[src/design/cssc_cfg.svh]
`ifndef CSSC_CFG_SVH
`define CSSC_CFG_SVH
// ----------------------------------------
// register byte addresses
// ----------------------------------------
`define CSSC_ADDR_CTRL      12'h000
`define CSSC_ADDR_STAT      12'h004
`define CSSC_ADDR_REQ       12'h008
`define CSSC_ADDR_CUR       12'h00C
// ----------------------------------------
// control register fields
// ----------------------------------------
`define CSSC_BIT_HOLD       7
`define CSSC_BIT_PWR        6
`define CSSC_BIT_DONE       4
`define CSSC_BIT_NRDY       3
// ----------------------------------------
// status register fields and reserved source codes
// ----------------------------------------
`define CSSC_BIT_PLL        0
`define CSSC_RSV_SRC        3'h3
`define CSSC_RSV_SRC0       3'h0
// ----------------------------------------
// reset values
// ----------------------------------------
`define CSSC_RST_SRC        3'h6
`define CSSC_RST_DIV        4'h2
// ----------------------------------------
// timing: settle time of the switch mux
// ----------------------------------------
`define CSSC_SETTLE_NS      8
`define CSSC_CLK_NS         4
`define CSSC_SETTLE_CYC     ((`CSSC_SETTLE_NS + `CSSC_CLK_NS - 1) / `CSSC_CLK_NS)
`endif

[src/design/cssc_pkg.sv]
package cssc_pkg;
	typedef enum logic [1:0] {
		CSSC_IDLE   = 2'b00,
		CSSC_WAIT   = 2'b01,
		CSSC_HELD   = 2'b10,
		CSSC_SETTLE = 2'b11
	} cssc_state_t;
	typedef logic [2:0] cssc_src_t;
	typedef logic [3:0] cssc_div_t;
endpackage

[src/design/cssc_top.sv]
// The address map and the APB slave port were chosen for this implementation.
`include "cssc_cfg.svh"
module cssc_top (
	input  wire logic                   sys_clk_i,
	input  wire logic                   rst_n_i,
	input  wire logic                   psel_i,
	input  wire logic                   penable_i,
	input  wire logic                   pwrite_i,
	input  wire logic            [11:0] paddr_i,
	input  wire logic            [31:0] pwdata_i,
	output logic                 [31:0] prdata_o,
	output logic                        pready_o,
	output logic                        pslverr_o,
	input  wire logic                   external_osc_ready_i,
	input  wire logic                   high_freq_internal_ready_i,
	input  wire logic                   mid_freq_internal_ready_i,
	input  wire logic                   low_freq_internal_ready_i,
	input  wire logic                   secondary_osc_ready_i,
	input  wire logic                   converter_osc_ready_i,
	input  wire logic                   pll_ready_i,
	output cssc_pkg::cssc_src_t         current_source_o,
	output cssc_pkg::cssc_div_t         current_divider_o,
	output logic                        secondary_osc_power_mode_o,
	output logic                        switch_held_o
);
	import cssc_pkg::*;

	localparam int SETTLE = `CSSC_SETTLE_CYC;

	cssc_state_t state_q;
	cssc_src_t   req_src_q;
	cssc_div_t   req_div_q;
	cssc_src_t   cur_src_q;
	cssc_div_t   cur_div_q;
	cssc_src_t   tgt_src_q;
	cssc_div_t   tgt_div_q;
	logic        done_q;
	logic        hold_q;
	logic        pwr_q;
	logic [7:0]  stat_q;
	logic [1:0]  settle_q;
	logic        sel_rdy;
	logic        wr_en;
	logic        rd_en;
	logic        switching;
	logic        new_rdy;
	logic        done;
	logic [7:0]  ctrl_rd;

	// ----------------------------------------
	// bus decode
	// ----------------------------------------
	// zero-wait slave: access phase always completes in its first cycle
	assign wr_en     = psel_i & penable_i & pwrite_i;
	assign rd_en     = psel_i & penable_i & ~pwrite_i;
	assign switching = (state_q != CSSC_IDLE);
	assign new_rdy   = switching & sel_rdy;
	assign done      = (cur_src_q == req_src_q) & (cur_div_q == req_div_q);

	// control readback; unimplemented bits tie low
	always_comb begin
		ctrl_rd                   = 8'h00;
		ctrl_rd[`CSSC_BIT_HOLD]   = hold_q;
		ctrl_rd[`CSSC_BIT_PWR]    = pwr_q;
		ctrl_rd[`CSSC_BIT_DONE]   = done_q;
		ctrl_rd[`CSSC_BIT_NRDY]   = new_rdy;
	end

	// ----------------------------------------
	// ready flag lookup for requested source
	// ----------------------------------------
	cssc_ready_sel cssc_ready_sel_i (
		.stat_i (stat_q),
		.src_i  (req_src_q),
		.rdy_o  (sel_rdy)
	);

	// status register samples oscillator ready inputs; bit 1 held low
	always_ff @(posedge sys_clk_i or negedge rst_n_i) begin
		if (!rst_n_i) begin
			stat_q <= 8'h00;
		end else begin
			stat_q <= {external_osc_ready_i, high_freq_internal_ready_i,
				mid_freq_internal_ready_i, low_freq_internal_ready_i,
				secondary_osc_ready_i, converter_osc_ready_i, 1'b0,
				pll_ready_i};
		end
	end

	// complete flag is registered so that it reads zero out of reset
	always_ff @(posedge sys_clk_i or negedge rst_n_i) begin
		if (!rst_n_i) begin
			done_q <= 1'b0;
		end else begin
			done_q <= done & ~switching;
		end
	end

	// request fields; reserved source codes drop the whole write
	always_ff @(posedge sys_clk_i or negedge rst_n_i) begin
		if (!rst_n_i) begin
			req_src_q <= `CSSC_RST_SRC;
			req_div_q <= `CSSC_RST_DIV;
		end else if (wr_en && paddr_i == `CSSC_ADDR_REQ &&
				pwdata_i[6:4] != `CSSC_RSV_SRC && pwdata_i[6:4] != `CSSC_RSV_SRC0) begin
			req_src_q <= pwdata_i[6:4];
			req_div_q <= pwdata_i[3:0];
		end
	end

	// power mode bit, software only
	always_ff @(posedge sys_clk_i or negedge rst_n_i) begin
		if (!rst_n_i) begin
			pwr_q <= 1'b0;
		end else if (wr_en && paddr_i == `CSSC_ADDR_CTRL) begin
			pwr_q <= pwdata_i[`CSSC_BIT_PWR];
		end
	end

	// hold bit; completion of a switch clears it and wins over software
	always_ff @(posedge sys_clk_i or negedge rst_n_i) begin
		if (!rst_n_i) begin
			hold_q <= 1'b0;
		end else if (state_q == CSSC_SETTLE && settle_q == 2'd0) begin
			hold_q <= 1'b0;
		end else if (wr_en && paddr_i == `CSSC_ADDR_CTRL) begin
			hold_q <= pwdata_i[`CSSC_BIT_HOLD];
		end
	end

	// ----------------------------------------
	// switch sequencer
	// ----------------------------------------
	// a request changed mid-settle is taken up again from idle
	always_ff @(posedge sys_clk_i or negedge rst_n_i) begin
		if (!rst_n_i) begin
			state_q   <= CSSC_IDLE;
			settle_q  <= 2'd0;
			cur_src_q <= `CSSC_RST_SRC;
			cur_div_q <= `CSSC_RST_DIV;
			tgt_src_q <= `CSSC_RST_SRC;
			tgt_div_q <= `CSSC_RST_DIV;
		end else begin
			case (state_q)
				CSSC_IDLE: begin
					if (!done) begin
						state_q <= CSSC_WAIT;
					end
				end
				CSSC_WAIT: begin
					if (sel_rdy && hold_q) begin
						state_q <= CSSC_HELD;
					end else if (sel_rdy) begin
						state_q  <= CSSC_SETTLE;
						settle_q <= 2'(SETTLE - 1);
						// latch the ready target; a later request must not slip in
						tgt_src_q <= req_src_q;
						tgt_div_q <= req_div_q;
					end
				end
				CSSC_HELD: begin
					if (!sel_rdy) begin
						state_q <= CSSC_WAIT;
					end else if (!hold_q) begin
						state_q  <= CSSC_SETTLE;
						settle_q <= 2'(SETTLE - 1);
						tgt_src_q <= req_src_q;
						tgt_div_q <= req_div_q;
					end
				end
				default: begin
					if (settle_q != 2'd0) begin
						settle_q <= settle_q - 2'd1;
					end else begin
						cur_src_q <= tgt_src_q;
						cur_div_q <= tgt_div_q;
						state_q   <= CSSC_IDLE;
					end
				end
			endcase
		end
	end

	// ----------------------------------------
	// registered outputs and bus answer
	// ----------------------------------------
	always_ff @(posedge sys_clk_i or negedge rst_n_i) begin
		if (!rst_n_i) begin
			prdata_o                   <= 32'h0000_0000;
			pready_o                   <= 1'b0;
			pslverr_o                  <= 1'b0;
			current_source_o           <= `CSSC_RST_SRC;
			current_divider_o          <= `CSSC_RST_DIV;
			secondary_osc_power_mode_o <= 1'b0;
			switch_held_o              <= 1'b0;
		end else begin
			current_source_o           <= cur_src_q;
			current_divider_o          <= cur_div_q;
			secondary_osc_power_mode_o <= pwr_q;
			switch_held_o              <= (state_q == CSSC_HELD);
			pready_o                   <= psel_i & ~penable_i;
			pslverr_o                  <= 1'b0;
			prdata_o                   <= 32'h0000_0000;
			if (psel_i && !penable_i && !pwrite_i) begin
				if (paddr_i == `CSSC_ADDR_CTRL) begin
					prdata_o <= {24'h00_0000, ctrl_rd};
				end else if (paddr_i == `CSSC_ADDR_STAT) begin
					prdata_o <= {24'h00_0000, stat_q};
				end else if (paddr_i == `CSSC_ADDR_REQ) begin
					prdata_o <= {25'h000_0000, req_src_q, req_div_q};
				end else if (paddr_i == `CSSC_ADDR_CUR) begin
					prdata_o <= {25'h000_0000, cur_src_q, cur_div_q};
				end else begin
					pslverr_o <= 1'b1;
				end
			end else if (psel_i && !penable_i) begin
				pslverr_o <= !(paddr_i == `CSSC_ADDR_CTRL || paddr_i == `CSSC_ADDR_STAT
					|| paddr_i == `CSSC_ADDR_REQ || paddr_i == `CSSC_ADDR_CUR);
			end
		end
	end
endmodule

[src/design/cssc_ready_sel.sv]
// ----------------------------------------
// picks the ready flag of the requested source
// ----------------------------------------
module cssc_ready_sel (
	input  wire logic              [7:0] stat_i,
	input  wire cssc_pkg::cssc_src_t     src_i,
	output logic                         rdy_o
);
	import cssc_pkg::*;
	// codes follow the source table; reserved codes never report ready
	always_comb begin
		case (src_i)
			3'h7:    rdy_o = stat_i[7];
			3'h6:    rdy_o = stat_i[6];
			3'h5:    rdy_o = stat_i[4];
			3'h4:    rdy_o = stat_i[3];
			3'h2:    rdy_o = stat_i[7] & stat_i[0];
			3'h1:    rdy_o = stat_i[6] & stat_i[0];
			default: rdy_o = 1'b0;
		endcase
	end
endmodule

[config.mk]
export PLATFORM = sky130hd
export DESIGN_NAME = cssc_top
export DESIGN_NICKNAME = d
export VERILOG_FILES = /design/src/design/cssc_pkg.sv /design/src/design/cssc_top.sv /design/src/design/cssc_ready_sel.sv
export VERILOG_INCLUDE_DIRS = /design/src /design/src/design
export SDC_FILE = /design/constraint.sdc
export NUM_CORES = 1
export LEC_CHECK = 0
export BUFFER_PORTS_ARGS = -buffer_cell sky130_fd_sc_hd__buf_2
export CAP_MARGIN = 20
export CORE_MARGIN = 2
export CORE_UTILIZATION = 35
export CTS_BUF_LIST = sky130_fd_sc_hd__clkbuf_8 sky130_fd_sc_hd__clkbuf_16
export DETAILED_ROUTE_END_ITERATION = 10
export GPL_TIMING_DRIVEN = 0
export PLACE_DENSITY_LB_ADDON = 0.1
export SLEW_MARGIN = 20
export SYNTH_ARGS = -nofsm -noshare
export SYNTH_HDL_FRONTEND = slang
export SYNTH_SLANG_ARGS = --single-unit
[constraint.sdc]
create_clock -name sys_clk_i -period 2.1 [get_ports sys_clk_i]
set_clock_uncertainty 0.1 [all_clocks]
set_input_delay 0.42 -clock sys_clk_i [delete_from_list [all_inputs] [get_ports sys_clk_i]]
set_output_delay 0.42 -clock sys_clk_i [all_outputs]
set_load 0.01 [all_outputs]
# Word level (Yosys, flattened, before mapping)

Cells that the tools add are included.

Add/sub/neg operators: 1
Eq/ne operators: 23
Muxes and demuxes: 37
Bitwise logic cells: 13
Reductions and logical operators: 28

Operators by type and width:

| operator                                                                | count |
|---|---|
| 12-bit by 4-bit equality test with 1-bit output (second input constant) | 2 |
| 8-bit 2-to-1 mux                                                        | 3 |
| 2-bit 2-to-1 mux                                                        | 11 |
| 4-bit 2-to-1 mux                                                        | 4 |
| 7-bit 2-to-1 mux                                                        | 2 |
| 12-bit by 3-bit equality test with 1-bit output (second input constant) | 1 |
| 3-bit equality test (second input constant)                             | 4 |
| 12-bit logical NOT                                                      | 1 |
| 3-bit 2-to-1 mux                                                        | 4 |
| 2-bit one-hot mux with 3 select lines                                   | 2 |
| 2-bit != test (second input constant)                                   | 5 |
| 1-bit AND                                                               | 8 |
| 1-bit logical AND                                                       | 8 |
| 1-bit 2-to-1 mux                                                        | 8 |
| 4-bit one-hot mux with 2 select lines                                   | 1 |
| 2-bit nonzero test                                                      | 4 |
| 3-bit != test (second input constant)                                   | 2 |
| 1-bit one-hot mux with 6 select lines                                   | 1 |
| 3-bit one-hot mux with 2 select lines                                   | 1 |
| 6-bit AND reduction                                                     | 1 |
| 3-bit nonzero test                                                      | 2 |
| 1-bit NOT                                                               | 5 |
| 5-bit AND reduction                                                     | 1 |
| 2-bit equality test (second input constant)                             | 2 |
| 14 further kinds                                                        | 19 |

Register bits: 78
Bits of input ports: 56
Output and inout bits: 43
Word-level logic and storage cells: 121

# Longest topological paths before layout

Depth after elaboration: 7
Depth in mapped cells: 7
Gate-level depth less buffers: 7

# Modules after synthesis

Synthesis repeated with hierarchy kept, for this count alone.

Cell total of the unflattened synthesis: 197
Area total of the unflattened synthesis: 2556.2 um2

Modules (own cells, without submodules):

| module         | times used | cells an instance | area an instance (um2) | sequential area each (um2) |
|---|---|---|---|---|
| cssc_top       | 1          | 190               | 2484.9                 | 1366.3 |
| cssc_ready_sel | 1          | 7                 | 71.3                   | 0.0 |

# Worst setup path before layout

Ideal clock, no wire load.

Kind: reg-to-reg
Start point: register req_src_q[1]
End point: register state_q[1]
Setup time: 0.128 ns
Arrival time: 1.837 ns
Data required time: 1.872 ns
Path slack: 0.036 ns
Cell stages (with the launch flop): 7
Path buffers: 1
Period minus slack after synthesis: 2.064 ns
Cell sequence: dfstp_2 > buf_6 > mux2i_1 > o22ai_2 > or2_4 > a2111oi_4 > mux2_1

Cells in the longest elaborated chain, start to end: 5
Elaborated cells on any way between the ends: 17
Classes of those cells: eq/ne: 10; mux: 4; bitwise: 1; reduce/logical: 2

RTL lines:

| item                                                                                          | line                 | RTL |
|---|---|---|
| start: declaration                                                                            | cssc_top.sv:31       | `cssc_src_t req_src_q;` |
| start signal: assignment                                                                      | cssc_top.sv:102      | `` req_src_q <= `CSSC_RST_SRC; `` |
| start signal: assignment                                                                      | cssc_top.sv:106      | `req_src_q <= pwdata_i[6:4];` |
| 3-bit by 1-bit equality test with 1-bit output, or another cell as far along                  | cssc_ready_sel.sv:12 | `case (src_i)` |
| 1-bit one-hot mux with 6 select lines                                                         | cssc_ready_sel.sv:12 |  |
| 1-bit logical AND                                                                             | cssc_top.sv:151      | `if (sel_rdy && hold_q) begin` |
| 3-bit != test (no line) / 2-bit 2-to-1 mux (equally long branches)                            | -                    |  |
| 4-bit AND reduction (no line) / 2-bit one-hot mux with 3 select lines (equally long branches) | -                    |  |
| end signal: assignment                                                                        | cssc_top.sv:147      | `state_q <= CSSC_WAIT;` |
| end signal: assignment                                                                        | cssc_top.sv:152      | `state_q <= CSSC_HELD;` |
| end signal: assignment                                                                        | cssc_top.sv:154      | `state_q <= CSSC_SETTLE;` |
| end: declaration                                                                              | cssc_top.sv:30       | `cssc_state_t state_q;` |

Several ways; a longest one is shown, not always the timed one.
A chain may end at the register's enable or synchronous reset.

# Worst setup path after layout

Same ends and word-level chain as after synthesis.

==> impl_metrics.tcl <==
set metrics [dict create \
    n_fill_cell 705 \
    ys_types 45 \
    endpoint "state_q[1]" \
    crit-reg2reg-launch "req_src_q[1]" \
    netlist_instances 202 \
    critPathLaunchType "register" \
    setup_viol 1 \
    grt_pass1_wl_mm 8.769 \
    hold_buffers 0 \
    tightest_slew_ps 766.7 \
    ys_seq_area_share_pct 53.04 \
    row_count 31 \
    finalMaxSlewViolations 0 \
    register_area_sq_um 1366 \
    ys_dominant_reg_cell "dfrtp_1" \
    cts_root_buf "clkbuf_8" \
    async_reset_ff_share_pct 100.0 \
    vdd_drop_max_mv 0.2695 \
    grt_overflow 0 \
    drt_wl_total_mm 5.261 \
    grt_pass1_vias 1682 \
    fin_crit_ps 2176 \
    hold_slack_ps 34.79 \
    timing.final.ws_setup_ps -75.91 \
    dpl_cell_area_sq_um 3039 \
    nets 348 \
    ff2ff_path_depth 6 \
    die_h_um 89.80 \
    violations "setup timing" \
    synth_edf_count 0 \
    required_ps 2200 \
    port_buffers 50 \
    final-hold-violation-count 0 \
    layout.cells.most_common "buf_2" \
    r2r_slack_ps -80 \
    syn_area_per_cell_sq_um 12.75 \
    htree_levels 2 \
    multi_input_area_sq_um 1070 \
    final_area_sq_um 3207 \
    layout-drive-gt1-share_pct 48.96 \
    relSlewSlack_pct 48.70 \
    arrival_ps 2280 \
    syn_to_final_growth_pct 24.48 \
    yosys.area.top_type "dfrtp_1" \
    fmax_mhz 459.6 \
    wire_per_inst_um 13.59 \
    yosys.area.top_type_share_pct 40.80 \
    cp-startpoint "req_src_q[1]" \
    p_leak_nw 1.623 \
    firstDrtPassIters 4 \
    status "finished, violations left" \
    cts.reportedPaths.clkPinSlew_ps 100 \
    cp-end-kind "register" \
    synth-seq-cells 54 \
    timing.rr.end "state_q[1]" \
    yosys_warnings 0 \
    dieArea_sq_um 8063 \
    die_w_um 89.80 \
    finalCritPeriodShare_pct 103.6 \
    path_class "register to register" \
    synth.top_cells.by_area "dfrtp_1 41%, dfstp_2 12%, mux2_2 11%, buf_4 7.0%, mux2i_1 3.9%" \
    antennaDiodeCount 0 \
    via_per_inst 4.367 \
    maxCapViolations 0 \
    clock-sinks 54 \
    synth.cell_area_sq_um 2576 \
    cts_max_path_buffers 2 \
    ioPinCount 99 \
    core_sq_um 7176 \
    grt_use_total_pct 13.73 \
    clk_latency_ps 310 \
    cts_tree "yes" \
    rsz0062_at_grt "yes" \
    gp_congestion 0.7391 \
    hp-class "input port to async pin" \
    critPathMaxFanout 5 \
    grt_max_degree 55 \
    vias 1690 \
    start_util_pct 35.90 \
    dp_hpwl_mm 3.768 \
    cts_buffers 5 \
    antenna_found_initial 0 \
    drtIter0Drc 72 \
    drc 0 \
    final_cell_mix "49 x buf_2, 42 x dfrtp_1, 30 x buf_4, 25 x mux2_2, 24 x conb_1" \
    power.density_nw_per_um2 782.8 \
    ant_nets 0 \
]
## per-stage QoR
stage	TNS (ps)	utilization, %	setup slack (ps)	std cells	total power [W]
6_report	-75.91	44.69	-75.91	387	0.002510
5_1_grt	-322.7	44.69	-133.7	387	0.002664
4_1_cts	-105.2	44.12	-105.2	383	0.002504
3_5_place_dp	-1539	42.35	-215.6	374	0.001758
3_3_place_gp	-1609	42.32	-209.9	374	0.001755
2_1_floorplan	0	-	35.57	225	0.001606
## layout make-up
type,instances,area share (%)
timing repair buffer,55,9.052
multi-input combinational,135,33.36
inverter,7,0.8194
clock inverter,3,1.366
tap,99,3.863
clock buffer,5,2.146
sequential,54,42.61
buffer,29,6.789
## logic make-up after synthesis
logic type	after synthesis	share of synthesized area (%)
multiplexers	37	15.69
other	1	0.1456
flip-flops	54	53.04
AND/OR/NAND/NOR	41	9.762
AO/OA/AOI/OAI	20	6.897
XOR/XNOR	8	2.720
adder cells (fa/ha/maj)	5	2.428
buffers and inverters	36	9.325
## where the power goes
part | total, W | leakage, nW | internal (W) | switching, W
logic | 0.000660 | 0.882 | 0.000320 | 0.000340
registers | 0.00114 | 0.682 | 0.00110 | 0.0000368
clock network | 0.000709 | 0.0585 | 0.000358 | 0.000352
total | 0.00251 | 1.62 | 0.00178 | 0.000728
## per-layer routing
layer	vias to the layer above	part of all wire, %	track usage, %
li1	827	-	-
met1	789	46	19.01
met2	67	45	20.83
met3	7	6.7	3.353
met4	0	1.7	5.385
met5	-	0	0
## sequential cells by signal (all words and copies together) (netlist names), 4 cells and up
register / flops
stat_q: 7
current_divider_o: 4
cur_div_q: 4
tgt_div_q: 4
req_div_q: 4
prdata_o: 8
## worst max-delay path, cell delays in order (launching register included)
cell	delay, ps
dfstp_2	550
buf_8	120
mux2i_2	230
o22ai_2	120
or2_4	270
a2111oi_4	350
mux2_4	330
## repair_timing
action | CTS | global route
resized for setup | 3 | 3
setup endpoints to repair | 2 | 10
buffers inserted | 1 | 4
pin swaps | 1 | 2
## cell usage after synthesis, types with 3 or more instances
cell type / instances
mux2_2: 25
nand2b_1: 3
dfrtp_1: 42
clkbuf_1: 3
dfstp_2: 12
nor2_1: 13
buf_4: 24
a22oi_1: 3
nor3b_1: 3
nand2_1: 6
xnor2_1: 7
inv_1: 7
a21oi_1: 3
mux2i_1: 10
ha_1: 5
## how the worst min path moves through the flow
stage,from,endpoint,slack (ps),cells after the start
floorplan,rst_n_i,cur_div_q[0],20,0
global placement,cur_div_q[1],current_divider_o[1],280,0
detailed placement,cur_div_q[1],current_divider_o[1],280,0
CTS,rst_n_i,settle_q[0],60,1
global route,low_freq_internal_ready_i,stat_q[4],90,1
finish,rst_n_i,switch_held_o,30,1
No activity file was read; power rests on OpenSTA's default activity.
